<file path="config.mk">
export PLATFORM = sky130hd
export DESIGN_NAME = csg_top
export DESIGN_NICKNAME = d
export VERILOG_FILES = /design/src/logic/csg_pkg.sv /design/src/logic/csg_top.sv
export SDC_FILE = /design/constraint.sdc
export NUM_CORES = 1
export LEC_CHECK = 0
export ABC_AREA = 1
export BUFFER_PORTS_ARGS = -buffer_cell sky130_fd_sc_hd__clkbuf_2
export CORE_MARGIN = 2
export CORE_UTILIZATION = 45
export CTS_CLUSTER_DIAMETER = 30
export DETAILED_ROUTE_END_ITERATION = 10
export MAX_ROUTING_LAYER = met4
export PLACE_DENSITY = 0.71
export SLEW_MARGIN = 20
export SYNTH_ARGS = -nofsm -noshare
export SYNTH_HDL_FRONTEND = slang
export SYNTH_SLANG_ARGS = --single-unit
export TNS_END_PERCENT = 100
</file>
<file path="constraint.sdc">
create_clock -name hclk -period 1.43 [get_ports hclk]
set_input_delay 0.3575 -clock hclk [delete_from_list [all_inputs] [get_ports hclk]]
set_output_delay 0.3575 -clock hclk [all_outputs]
set_load 0.005 [all_outputs]
</file>
<file path="src/logic/csg_pkg.sv">
// Package with the register map, field layouts and types of the sense gating block
package csg_pkg;
    // ------------------------------------------------------------
    // Register offsets (byte addresses)
    // ------------------------------------------------------------
    localparam logic [7:0] AMP_CFG_OFS = 8'h00;
    localparam logic [7:0] OCP_CFG_OFS = 8'h04;
    localparam logic [7:0] BLANK_CFG_OFS = 8'h08;
    localparam logic [7:0] STATUS_OFS = 8'h0c;

    // ------------------------------------------------------------
    // Field positions
    // ------------------------------------------------------------
    localparam int AMP_EN_POS = 0;
    localparam int SINGLE_SHUNT_POS = 3;
    localparam int RDSON_POS = 4;
    localparam int TMODE_POS = 5;
    localparam int OFS_SRC_POS = 7;
    localparam int REF_SCALE_POS = 8;
    localparam int PTHR_POS = 0;
    localparam int NTHR_POS = 4;
    localparam int DEGLITCH_POS = 8;
    localparam int TRUNC_DIS_POS = 10;
    localparam int LATCH_POS = 11;
    localparam int REPORT_DIS_POS = 12;
    localparam int BRAKE_EN_POS = 13;
    localparam int OCP_DIS_POS = 14;
    localparam int REPEAT_POS = 15;
    localparam int BLANK_POS = 0;
    localparam int ST_CONNECT_POS = 0;
    localparam int ST_BLANKING_POS = 3;
    localparam int ST_FAULT_POS = 4;
    localparam int ST_POS_CMP_POS = 5;
    localparam int ST_NEG_CMP_POS = 6;
    localparam int ST_TRUNC_POS = 7;
    localparam int ST_HAPPENED_POS = 8;

    // ------------------------------------------------------------
    // Reset values and timing counts
    // ------------------------------------------------------------
    localparam logic [31:0] AMP_CFG_RST = 32'h0000_0000;
    localparam logic [31:0] OCP_CFG_RST = 32'h0000_4000;
    localparam logic [31:0] BLANK_CFG_RST = 32'h0000_0000;
    localparam logic [4:0] REPEAT_COUNT = 5'h08;
    localparam logic [4:0] DEGLITCH_BASE = 5'h02;

    // ------------------------------------------------------------
    // Types
    // ------------------------------------------------------------
    typedef enum logic [1:0] {
        CSG_LOW_SIDE_ON_MODE,
        CSG_HIGH_SIDE_OFF_MODE,
        CSG_ALWAYS_ON_MODE,
        CSG_SPARE_MODE
    } csg_tmode_e;

    typedef struct packed {
        logic [2:0] ref_scale;
        logic offset_source_select;
        logic [1:0] timing_mode_field;
        logic rdson;
        logic single_shunt;
        logic [2:0] amp_en;
    } csg_amp_cfg_s;

    typedef struct packed {
        logic repeat_trip;
        logic ocp_dis;
        logic brake_en;
        logic report_dis;
        logic overcurrent_latch_field;
        logic truncation_disable_field;
        logic [1:0] overcurrent_deglitch_field;
        logic [3:0] negative_threshold_field;
        logic [3:0] positive_threshold_field;
    } csg_ocp_cfg_s;
endpackage

</file>
<file path="src/logic/csg_top.sv">
// Current sense gating, blanking, offset select and over-current reaction
//
// The address map and the AHB-Lite interface to the registers are this design's own decisions.
`timescale 1ns/100ps

// How it works
// RULE_01 - Channel with amplifier enable cleared stays disconnected and disabled in every mode.
// RULE_02 - Low-side-on mode connects output only while same phase low gate is active.
// RULE_03 - Single shunt uses OR of all low gate signals for connecting.
// RULE_04 - With several amplifiers each channel follows only its own low gate.
// RULE_05 - On-resistance sensing forces low-side-on mode whatever mode is programmed.
// RULE_06 - High-side-off mode connects during low-side on plus surrounding dead times.
// RULE_07 - Always-on mode keeps enabled outputs connected, ignoring gate signals.
// RULE_08 - Software sets amplifier enable and timing mode to leave always-off.
// RULE_09 - Inputs disconnect for programmed blanking time on both high gate edges.
// RULE_10 - During blanking output shows offset; inputs reconnect when interval ends.
// RULE_11 - Blanking triggers of all phases are ORed together.
// RULE_12 - One offset source select picks internal scaled or external reference for all.
// RULE_13 - Reference scaling field sets divide factor of internal offset level.
// RULE_14 - Separate positive and negative comparators with independent threshold fields.
// RULE_15 - Thresholds are shunt voltage, untouched by amplifier gain.
// RULE_16 - Optional deglitch filter before fault handler driving active-low fault output.
// RULE_17 - Truncation cuts active high side pulse at once on comparator trip; code truncates on positive comparators only, and not while blanking.
// RULE_18 - Enabled truncation bypasses the deglitch filter.
// RULE_19 - Fault pin reporting can be disabled while truncation stays active.
// RULE_20 - Over-current can optionally request a brake action.
// RULE_21 - Fully disabled protection ignores comparator events entirely.
// RULE_22 - Reaction settings may change while active, including repeat and latch.
// RULE_23 - Mode value 0 is low-side-on; with on-resistance sensing other values ignored.
// RULE_24 - Dead time is when neither gate of a phase is active; gates sampled synchronously.
module csg_top
    import csg_pkg::*;
(
    input wire logic hclk,
    input wire logic hresetn,
    input wire logic ce,
    input wire logic hsel,
    input wire logic [7:0] haddr,
    input wire logic [1:0] htrans,
    input wire logic hwrite,
    input wire logic [2:0] hsize,
    input wire logic [31:0] hwdata,
    input wire logic hready,
    output logic hreadyout,
    output logic hresp,
    output logic [31:0] hrdata,
    input wire logic [2:0] low_side_gate_signal,
    input wire logic [2:0] high_side_gate_signal,
    input wire logic [2:0] pos_cmp,
    input wire logic [2:0] neg_cmp,
    output logic [2:0] amp_enable,
    output logic [2:0] sense_output_pin_connect,
    output logic [2:0] amp_input_connect,
    output logic offset_on_output,
    output logic offset_source_select,
    output logic [2:0] ref_scale,
    output logic [3:0] positive_threshold_field,
    output logic [3:0] negative_threshold_field,
    output logic [2:0] high_side_gate_out,
    output logic brake_request,
    output logic fault_out_n
);
    // ------------------------------------------------------------
    // Register bus
    // ------------------------------------------------------------
    csg_amp_cfg_s amp_cfg_reg;
    csg_ocp_cfg_s ocp_cfg_reg;
    logic [7:0] blank_time;
    logic wr_pend;
    logic [7:0] wr_addr;
    logic clr_pulse;
    logic [31:0] status_word;
    logic [31:0] next_rdata;
    logic addr_ok;

    assign hreadyout = ce;
    assign hresp = 1'b0;
    assign addr_ok = hsel && hready && htrans[1];

    always_ff @(posedge hclk or negedge hresetn) begin
        if (!hresetn) begin
            wr_pend <= 1'b0;
        end else if (ce) begin
            wr_pend <= addr_ok && hwrite;
        end
    end

    always_ff @(posedge hclk or negedge hresetn) begin
        if (!hresetn) begin
            wr_addr <= 8'h00;
        end else if (ce) begin
            wr_addr <= haddr;
        end
    end

    // Writes land in the data phase; the mode field may change at any time
    always_ff @(posedge hclk or negedge hresetn) begin
        if (!hresetn) begin
            amp_cfg_reg <= csg_amp_cfg_s'(AMP_CFG_RST[10:0]);
            ocp_cfg_reg <= csg_ocp_cfg_s'(OCP_CFG_RST[15:0]);
            blank_time <= BLANK_CFG_RST[7:0];
        end else if (ce && wr_pend) begin
            if (wr_addr == AMP_CFG_OFS) begin
                amp_cfg_reg <= csg_amp_cfg_s'(hwdata[10:0]); // [RULE_08]
            end else if (wr_addr == OCP_CFG_OFS) begin
                ocp_cfg_reg <= csg_ocp_cfg_s'(hwdata[15:0]); // [RULE_22]
            end else if (wr_addr == BLANK_CFG_OFS) begin
                blank_time <= hwdata[BLANK_POS +: 8];
            end
        end
    end

    assign clr_pulse = ce && wr_pend && (wr_addr == STATUS_OFS) && hwdata[ST_FAULT_POS];

    always_comb begin
        next_rdata = 32'h0000_0000;
        if (haddr == AMP_CFG_OFS) begin
            next_rdata[10:0] = amp_cfg_reg;
        end else if (haddr == OCP_CFG_OFS) begin
            next_rdata[15:0] = ocp_cfg_reg;
        end else if (haddr == BLANK_CFG_OFS) begin
            next_rdata[BLANK_POS +: 8] = blank_time;
        end else if (haddr == STATUS_OFS) begin
            next_rdata = status_word;
        end
    end

    always_ff @(posedge hclk or negedge hresetn) begin
        if (!hresetn) begin
            hrdata <= 32'h0000_0000;
        end else if (ce && addr_ok && !hwrite) begin
            hrdata <= next_rdata;
        end
    end

    // ------------------------------------------------------------
    // Gate sampling and timing mode
    // ------------------------------------------------------------
    logic [2:0] gl_q;
    logic [2:0] gh_q;
    logic [2:0] gh_prev;
    logic [2:0] ls_src;
    logic [2:0] dead;
    logic [2:0] next_connect;
    logic [1:0] eff_mode;

    always_ff @(posedge hclk or negedge hresetn) begin
        if (!hresetn) begin
            gl_q <= 3'h0;
        end else if (ce) begin
            gl_q <= low_side_gate_signal; // [RULE_24]
        end
    end

    always_ff @(posedge hclk or negedge hresetn) begin
        if (!hresetn) begin
            gh_q <= 3'h0;
            gh_prev <= 3'h0;
        end else if (ce) begin
            gh_q <= high_side_gate_signal; // [RULE_24]
            gh_prev <= gh_q;
        end
    end

    assign eff_mode = amp_cfg_reg.rdson ? 2'h0 : amp_cfg_reg.timing_mode_field; // [RULE_05] [RULE_23]
    assign ls_src = amp_cfg_reg.single_shunt ? {3{|gl_q}} : gl_q; // [RULE_03] [RULE_04]

    // Spare mode code falls back to low-side-on, the safe choice for the inputs
    genvar ch;
    generate
        for (ch = 0; ch < 3; ch++) begin : g_ch
            logic own_dead;
            assign own_dead = ~gl_q[ch] & ~gh_q[ch]; // [RULE_24]
            assign dead[ch] = amp_cfg_reg.single_shunt ? &(~gl_q & ~gh_q) : own_dead;
            always_comb begin
                case (csg_tmode_e'(eff_mode))
                    CSG_LOW_SIDE_ON_MODE: next_connect[ch] = ls_src[ch]; // [RULE_02]
                    CSG_HIGH_SIDE_OFF_MODE: next_connect[ch] = ls_src[ch] | dead[ch]; // [RULE_06]
                    CSG_ALWAYS_ON_MODE: next_connect[ch] = 1'b1; // [RULE_07]
                    default: next_connect[ch] = ls_src[ch];
                endcase
            end
        end
    endgenerate

    // ------------------------------------------------------------
    // Blanking
    // ------------------------------------------------------------
    logic [7:0] blank_cnt;
    logic blank_trig;
    logic blanking;

    assign blank_trig = |(gh_q ^ gh_prev); // [RULE_09] [RULE_11]
    assign blanking = blank_cnt != 8'h00;

    always_ff @(posedge hclk or negedge hresetn) begin
        if (!hresetn) begin
            blank_cnt <= 8'h00;
        end else if (ce) begin
            if (blank_trig) begin
                blank_cnt <= blank_time; // [RULE_09]
            end else if (blanking) begin
                blank_cnt <= blank_cnt - 8'h01; // [RULE_10]
            end
        end
    end

    // ------------------------------------------------------------
    // Analog controls
    // ------------------------------------------------------------
    always_ff @(posedge hclk or negedge hresetn) begin
        if (!hresetn) begin
            amp_enable <= 3'h0;
            sense_output_pin_connect <= 3'h0;
            amp_input_connect <= 3'h0;
            offset_on_output <= 1'b0;
            offset_source_select <= 1'b0;
            ref_scale <= 3'h0;
            positive_threshold_field <= 4'h0;
            negative_threshold_field <= 4'h0;
        end else if (ce) begin
            amp_enable <= amp_cfg_reg.amp_en; // [RULE_01]
            sense_output_pin_connect <= next_connect & amp_cfg_reg.amp_en; // [RULE_01]
            amp_input_connect <= amp_cfg_reg.amp_en & {3{~(blanking | blank_trig)}}; // [RULE_10]
            offset_on_output <= blanking | blank_trig; // [RULE_10]
            offset_source_select <= amp_cfg_reg.offset_source_select; // [RULE_12]
            ref_scale <= amp_cfg_reg.ref_scale; // [RULE_13]
            // Raw shunt-voltage codes; gain never enters here
            positive_threshold_field <= ocp_cfg_reg.positive_threshold_field; // [RULE_14] [RULE_15]
            negative_threshold_field <= ocp_cfg_reg.negative_threshold_field; // [RULE_14]
        end
    end

    // ------------------------------------------------------------
    // Over-current reaction
    // ------------------------------------------------------------
    logic raw_event;
    logic trunc_en;
    logic trunc_now;
    logic trunc_hold;
    logic [4:0] dg_cnt;
    logic [4:0] dg_target;
    logic filt_event;
    logic handler_event;
    logic evt_prev;
    logic evt_rise;
    logic [4:0] trip_cnt;
    logic fault_flag;
    logic happened;
    logic trip;

    assign raw_event = (|pos_cmp | |neg_cmp) & ~ocp_cfg_reg.ocp_dis; // [RULE_21]
    assign trunc_en = ~ocp_cfg_reg.truncation_disable_field;
    // Blanking also masks truncation so switching ringing cannot cut the pulse
    assign trunc_now = trunc_en & (|pos_cmp) & ~ocp_cfg_reg.ocp_dis & ~blanking; // [RULE_17]
    assign dg_target = DEGLITCH_BASE << ocp_cfg_reg.overcurrent_deglitch_field;

    always_ff @(posedge hclk or negedge hresetn) begin
        if (!hresetn) begin
            dg_cnt <= 5'h00;
        end else if (ce) begin
            if (!raw_event) begin
                dg_cnt <= 5'h00;
            end else if (dg_cnt != 5'h1f) begin
                dg_cnt <= dg_cnt + 5'h01;
            end
        end
    end

    always_comb begin
        if (trunc_en || ocp_cfg_reg.overcurrent_deglitch_field == 2'h0) begin
            filt_event = raw_event; // [RULE_18]
        end else begin
            filt_event = raw_event && (dg_cnt >= dg_target); // [RULE_16]
        end
    end

    assign handler_event = filt_event & ~blanking;

    // Truncation holds until every high side gate falls, i.e. the next PWM period
    always_ff @(posedge hclk or negedge hresetn) begin
        if (!hresetn) begin
            trunc_hold <= 1'b0;
        end else if (ce) begin
            if (trunc_now) begin
                trunc_hold <= 1'b1; // [RULE_17]
            end else if (gh_q == 3'h0) begin
                trunc_hold <= 1'b0;
            end
        end
    end

    // Combinational path: the cut does not wait for a clock edge or for software
    assign high_side_gate_out = high_side_gate_signal & {3{~(trunc_now | trunc_hold)}}; // [RULE_17]

    always_ff @(posedge hclk or negedge hresetn) begin
        if (!hresetn) begin
            evt_prev <= 1'b0;
        end else if (ce) begin
            evt_prev <= handler_event;
        end
    end

    // One count per event
    assign evt_rise = handler_event & ~evt_prev;

    always_ff @(posedge hclk or negedge hresetn) begin
        if (!hresetn) begin
            trip_cnt <= 5'h00;
        end else if (ce) begin
            if (clr_pulse) begin
                trip_cnt <= 5'h00;
            end else if (evt_rise && trip_cnt != REPEAT_COUNT) begin
                trip_cnt <= trip_cnt + 5'h01; // [RULE_22]
            end
        end
    end

    assign trip = ocp_cfg_reg.repeat_trip ? (trip_cnt == REPEAT_COUNT) : handler_event; // [RULE_22]

    // Set beats clear; a latched fault clears only once the condition is gone
    always_ff @(posedge hclk or negedge hresetn) begin
        if (!hresetn) begin
            fault_flag <= 1'b0;
        end else if (ce) begin
            if (trip) begin
                fault_flag <= 1'b1; // [RULE_16]
            end else if (clr_pulse && (!ocp_cfg_reg.overcurrent_latch_field || !raw_event)) begin
                fault_flag <= 1'b0; // [RULE_22]
            end
        end
    end

    always_ff @(posedge hclk or negedge hresetn) begin
        if (!hresetn) begin
            happened <= 1'b0;
        end else if (ce) begin
            if (trip) begin
                happened <= 1'b1;
            end else if (clr_pulse) begin
                happened <= 1'b0;
            end
        end
    end

    always_ff @(posedge hclk or negedge hresetn) begin
        if (!hresetn) begin
            fault_out_n <= 1'b1;
        end else if (ce) begin
            fault_out_n <= ~(fault_flag & ~ocp_cfg_reg.report_dis); // [RULE_16] [RULE_19]
        end
    end

    // Brake ends with the fault clear
    always_ff @(posedge hclk or negedge hresetn) begin
        if (!hresetn) begin
            brake_request <= 1'b0;
        end else if (ce) begin
            brake_request <= fault_flag & ocp_cfg_reg.brake_en; // [RULE_20]
        end
    end

    always_comb begin
        status_word = 32'h0000_0000;
        status_word[ST_CONNECT_POS +: 3] = sense_output_pin_connect;
        status_word[ST_BLANKING_POS] = blanking;
        status_word[ST_FAULT_POS] = fault_flag;
        status_word[ST_POS_CMP_POS] = |pos_cmp;
        status_word[ST_NEG_CMP_POS] = |neg_cmp;
        status_word[ST_TRUNC_POS] = trunc_hold;
        status_word[ST_HAPPENED_POS] = happened;
    end
endmodule

</file>
==> flow_summary.ini <==
[run_status]
run_status = complete, but fails checks
violations_in_the_final_reports = negative setup slack

[routing]
detailed_routing_iterations_pass_1 = 7
route.antenna.remaining_nets = 0
drt-vias-per-instance = 4.97
iteration_0_drc_markers = 403
wirelength_um = 16200
route.vias.total = 5294
drc_errors = 0
wl_per_cell_um = 15.2

[placed_design]
port_buffers = 86
final_weighted_congestion_in_routability_driven_placement = 0.891
post-place-ws_ps = -255
area_after_dpl_sq_um = 6830
dp_hpwl_um = 10600
dp_cells = 1006

[pwr]
portion_of_total_power_attributed_to_sequential_cells_pct = 35.3
swShare_pct = 28.4
max-vdd-ir-drop_v = 0.000720
power.share.combinational_pct = 22.7
cellLeakagePower_nw = 4.16
power.switching_w = 0.00318
clock_power_share_pct = 41.9
internal_power_w = 0.00799
pwr_density_cell_nw_per_um2 = 1370

[logic_synthesis]
synth.cell_area_sq_um = 5720
synth_cell_types = 43
ys_warn_count = 0
synth-edff-count = 0
post_synth.cell_area_avg_sq_um = 8.20
post_synth_main_area_contributors = sky130_fd_sc_hd__dfrtp_1, sky130_fd_sc_hd__nand2_1, sky130_fd_sc_hd__o21ai_0
asyncSetResetFlopFracSynth_pct = 100
yosysTopAreaCellShare_pct = 49.4
netlist_instances = 698
synth_top_flop_cell = sky130_fd_sc_hd__dfrtp_1
synth-seq-area-share_pct = 50.3
synth-seq-cells = 115
library_cell_with_the_largest_summed_area_after_synthesis = sky130_fd_sc_hd__dfrtp_1

[floorplanning]
ioPinCount = 124
die_area_sq_um = 13600
rows = 41
die_h_um = 117
floorplan.initialDensity_pct = 45.7
placeableCoreArea_sq_um = 12500
die_width_um = 117

[layout]
final_area_sq_um = 8160
final.fill_count = 1001
drive_above_1_share_pct = 37.6
growth_of_design_area_from_synthesis_to_finish_pct = 42.6
num_antenna_cells = 0
finalNonFillerCells = 1065
final_net_count = 954

[global_route]
vias_in_the_first_global_route = 4871
grt.busiest_layer = met2
grt_max_degree = 51
grt_use_met1_pct = 31.7
globalRouteOverflowTotal = 0
global_route.usage.met3_pct = 4.98
grt_use_total_pct = 24.6
globalRouteMet2Util_pct = 37.9
grt_pass1_wl_um = 24300
grt_antenna_before_repair = 0

[timing]
fmaxAchievable_mhz = 525
rsz_0062_raised_after_global_routing = yes
final_max_slew_viol_count = 0
finalSetupViolations = 52
timing.clock.skew_ps = 8.85
finalHoldViolCount = 0
final.min_clock_period_ps = 1910
setup-tns-final_ps = -7720
share_of_the_clock_period_used_by_the_worst_path_pct = 133
smallest_hold_slack_ps = 124
fin_ws_ps = -476

[cts]
cts_max_path_buffers = 2
ctsRootBufferMaster = sky130_fd_sc_hd__clkbuf_16
cts-buffers-inserted = 17
cts.reportedPaths.clkPinSlew_ps = 60
latest_clock_arrival_within_the_worst_skew_pair_ps = 420
tritoncts_clock_tree = done
cts_htree_levels = 4
numClockSinks = 115

[critical_path]
setup.worst_path.class = reg -> out
critical_path.endpoint = high_side_gate_out[0]
cp_data_arrival_time_ps = 1550
r2r_end = trip_cnt[0]
critPathLaunch = blank_cnt[0]
worstSetupStartpointType = flip-flop
worst_r2r_path_depth = 11
worst-path-max-fanout = 3
reg2reg_from = ocp_cfg_reg[8]
worst-r2r-setup-slack_ps = -320
critPathCaptureType = output port
critical_path_required_ps = 1070

[run]
maxCapViolCount = 0

[min_path]
hold_path_class = in -> reg
hold_path_startpoint = hwdata[14]
==> critical path, stage by stage (launching register included) <==
cell and delay (ps):
sky130_fd_sc_hd__dfrtp_1 380, sky130_fd_sc_hd__inv_2 90, sky130_fd_sc_hd__ha_4 150, sky130_fd_sc_hd__nand2_4 60, sky130_fd_sc_hd__nor2_4 140, sky130_fd_sc_hd__nand2_2 90, sky130_fd_sc_hd__nand2_4 80, sky130_fd_sc_hd__nor2_1 40
sky130_fd_sc_hd__clkbuf_2 100
==> cell type report <==
cell class | instances | area (sq um) | area share, %
inverter | 82 | 315 | 3.86
timing repair buffer | 183 | 1330 | 16.3
clock inverter | 13 | 208 | 2.55
multi-input combinational | 481 | 2770 | 33.9
sequential | 115 | 2880 | 35.3
tap | 172 | 215 | 2.64
clock buffer | 19 | 443 | 5.43
==> what timing repair did <==
action,CTS,global route
setup endpoints to repair,61,67
hold buffers,1,0
gates cloned,1,3
gates resized for setup,36,117
endpoints found under the hold margin,12,0
buffers inserted,10,13
pin swaps,20,41
==> power groups by stage <==
stage / registers [W] / clock network [W] / logic, W
after CTS: 0.00391 / 0.00472 / 0.00224
after detailed placement: 0.00395 / 0 / 0.00201
after global placement: 0.00395 / 0 / 0.00194
after global routing: 0.00398 / 0.00488 / 0.00284
final: 0.00395 / 0.00468 / 0.00254
after floorplan: 0.00391 / 0 / 0.00115
==> synthesized netlist by cell type (2+ instances only) <==
master                     count
sky130_fd_sc_hd__nand2_1     220
sky130_fd_sc_hd__dfrtp_1     113
sky130_fd_sc_hd__inv_1        78
sky130_fd_sc_hd__o21ai_0      70
sky130_fd_sc_hd__nor2_1       37
sky130_fd_sc_hd__nand3_1      34
sky130_fd_sc_hd__a21oi_1      21
sky130_fd_sc_hd__buf_4        20
sky130_fd_sc_hd__ha_1         11
sky130_fd_sc_hd__a41oi_1       8
sky130_fd_sc_hd__nand4_1       8
sky130_fd_sc_hd__nor2_2        8
sky130_fd_sc_hd__buf_2         7
sky130_fd_sc_hd__clkbuf_1      6
sky130_fd_sc_hd__o21ai_2       5
sky130_fd_sc_hd__xor2_1        5
sky130_fd_sc_hd__o21ai_1       4
sky130_fd_sc_hd__inv_2         3
sky130_fd_sc_hd__nand2_4       3
sky130_fd_sc_hd__nor4_1        3
sky130_fd_sc_hd__xnor2_1       3
sky130_fd_sc_hd__a31oi_1       2
sky130_fd_sc_hd__buf_1         2
sky130_fd_sc_hd__dfstp_2       2
sky130_fd_sc_hd__nand2_2       2
sky130_fd_sc_hd__nand3_2       2
sky130_fd_sc_hd__nor2_4        2
sky130_fd_sc_hd__o211ai_1      2
sky130_fd_sc_hd__o211ai_2      2
sky130_fd_sc_hd__o22ai_1       2
==> per-stage QoR <==
step           power [W]  util (%)
6_report          0.0112      65.2
5_1_grt           0.0117      65.2
4_1_cts           0.0109      61.5
3_5_place_dp     0.00595      54.6
3_3_place_gp     0.00589      54.6
2_1_floorplan    0.00505         -
==> worst min-delay path by stage <==
stage / endpoint / slack, ps / cells past startpoint
global route: ocp_cfg_reg[14] / 120 / 3
CTS: ocp_cfg_reg[14] / 120 / 3
detailed placement: ocp_cfg_reg[13] / 250 / 1
finish: ocp_cfg_reg[14] / 120 / 3
global placement: dg_cnt[0] / 250 / 1
floorplan: amp_cfg_reg[0] / 60 / 0
==> placed cells by master (no fill, tap or decap), drive strengths merged <==
cell | synthesis | final
nand3 | 36 | 36
nor4 | 4 | 4
o21ai | 79 | 79
nor2b | 1 | 1
ha | 11 | 11
xnor2 | 3 | 3
clkinvlp | 0 | 4
a21oi | 21 | 21
clkinv | 0 | 4
o211ai | 4 | 4
a21o | 1 | 1
nand2 | 225 | 225
or2 | 1 | 1
o22a | 1 | 1
nand4 | 9 | 9
o22ai | 2 | 2
conb | 1 | 17
buf | 30 | 95
a31oi | 2 | 2
bufinv | 0 | 5
dlygate4sd3 | 0 | 1
nor3 | 2 | 2
a41oi | 8 | 8
dfstp | 2 | 2
clkbuf | 7 | 106
inv | 82 | 82
nor2 | 47 | 48
and3 | 1 | 1
xor2 | 5 | 5
dfrtp | 113 | 113
==> metal layers <==
| layer | routed length (um) | share of wire, % |
|---|---|---|
| met3 | 887 | 5.5 |
| met4 | 403 | 2.5 |
| met5 | 0 | 0 |
| met2 | 7950 | 49 |
| met1 | 6970 | 43 |
==> cells by family after synthesis <==
group,Yosys count,synth area share (%)
and+or+nand+nor,326,24.8
buffers and inverters,119,9.47
AOI/OAI and AO/OA,118,11.7
DFF,115,50.3
adders and majority gates,11,2.41
xor gates and xnor gates,8,1.22
other,1,0.0655
No activity file was read; power rests on OpenSTA's default activity.
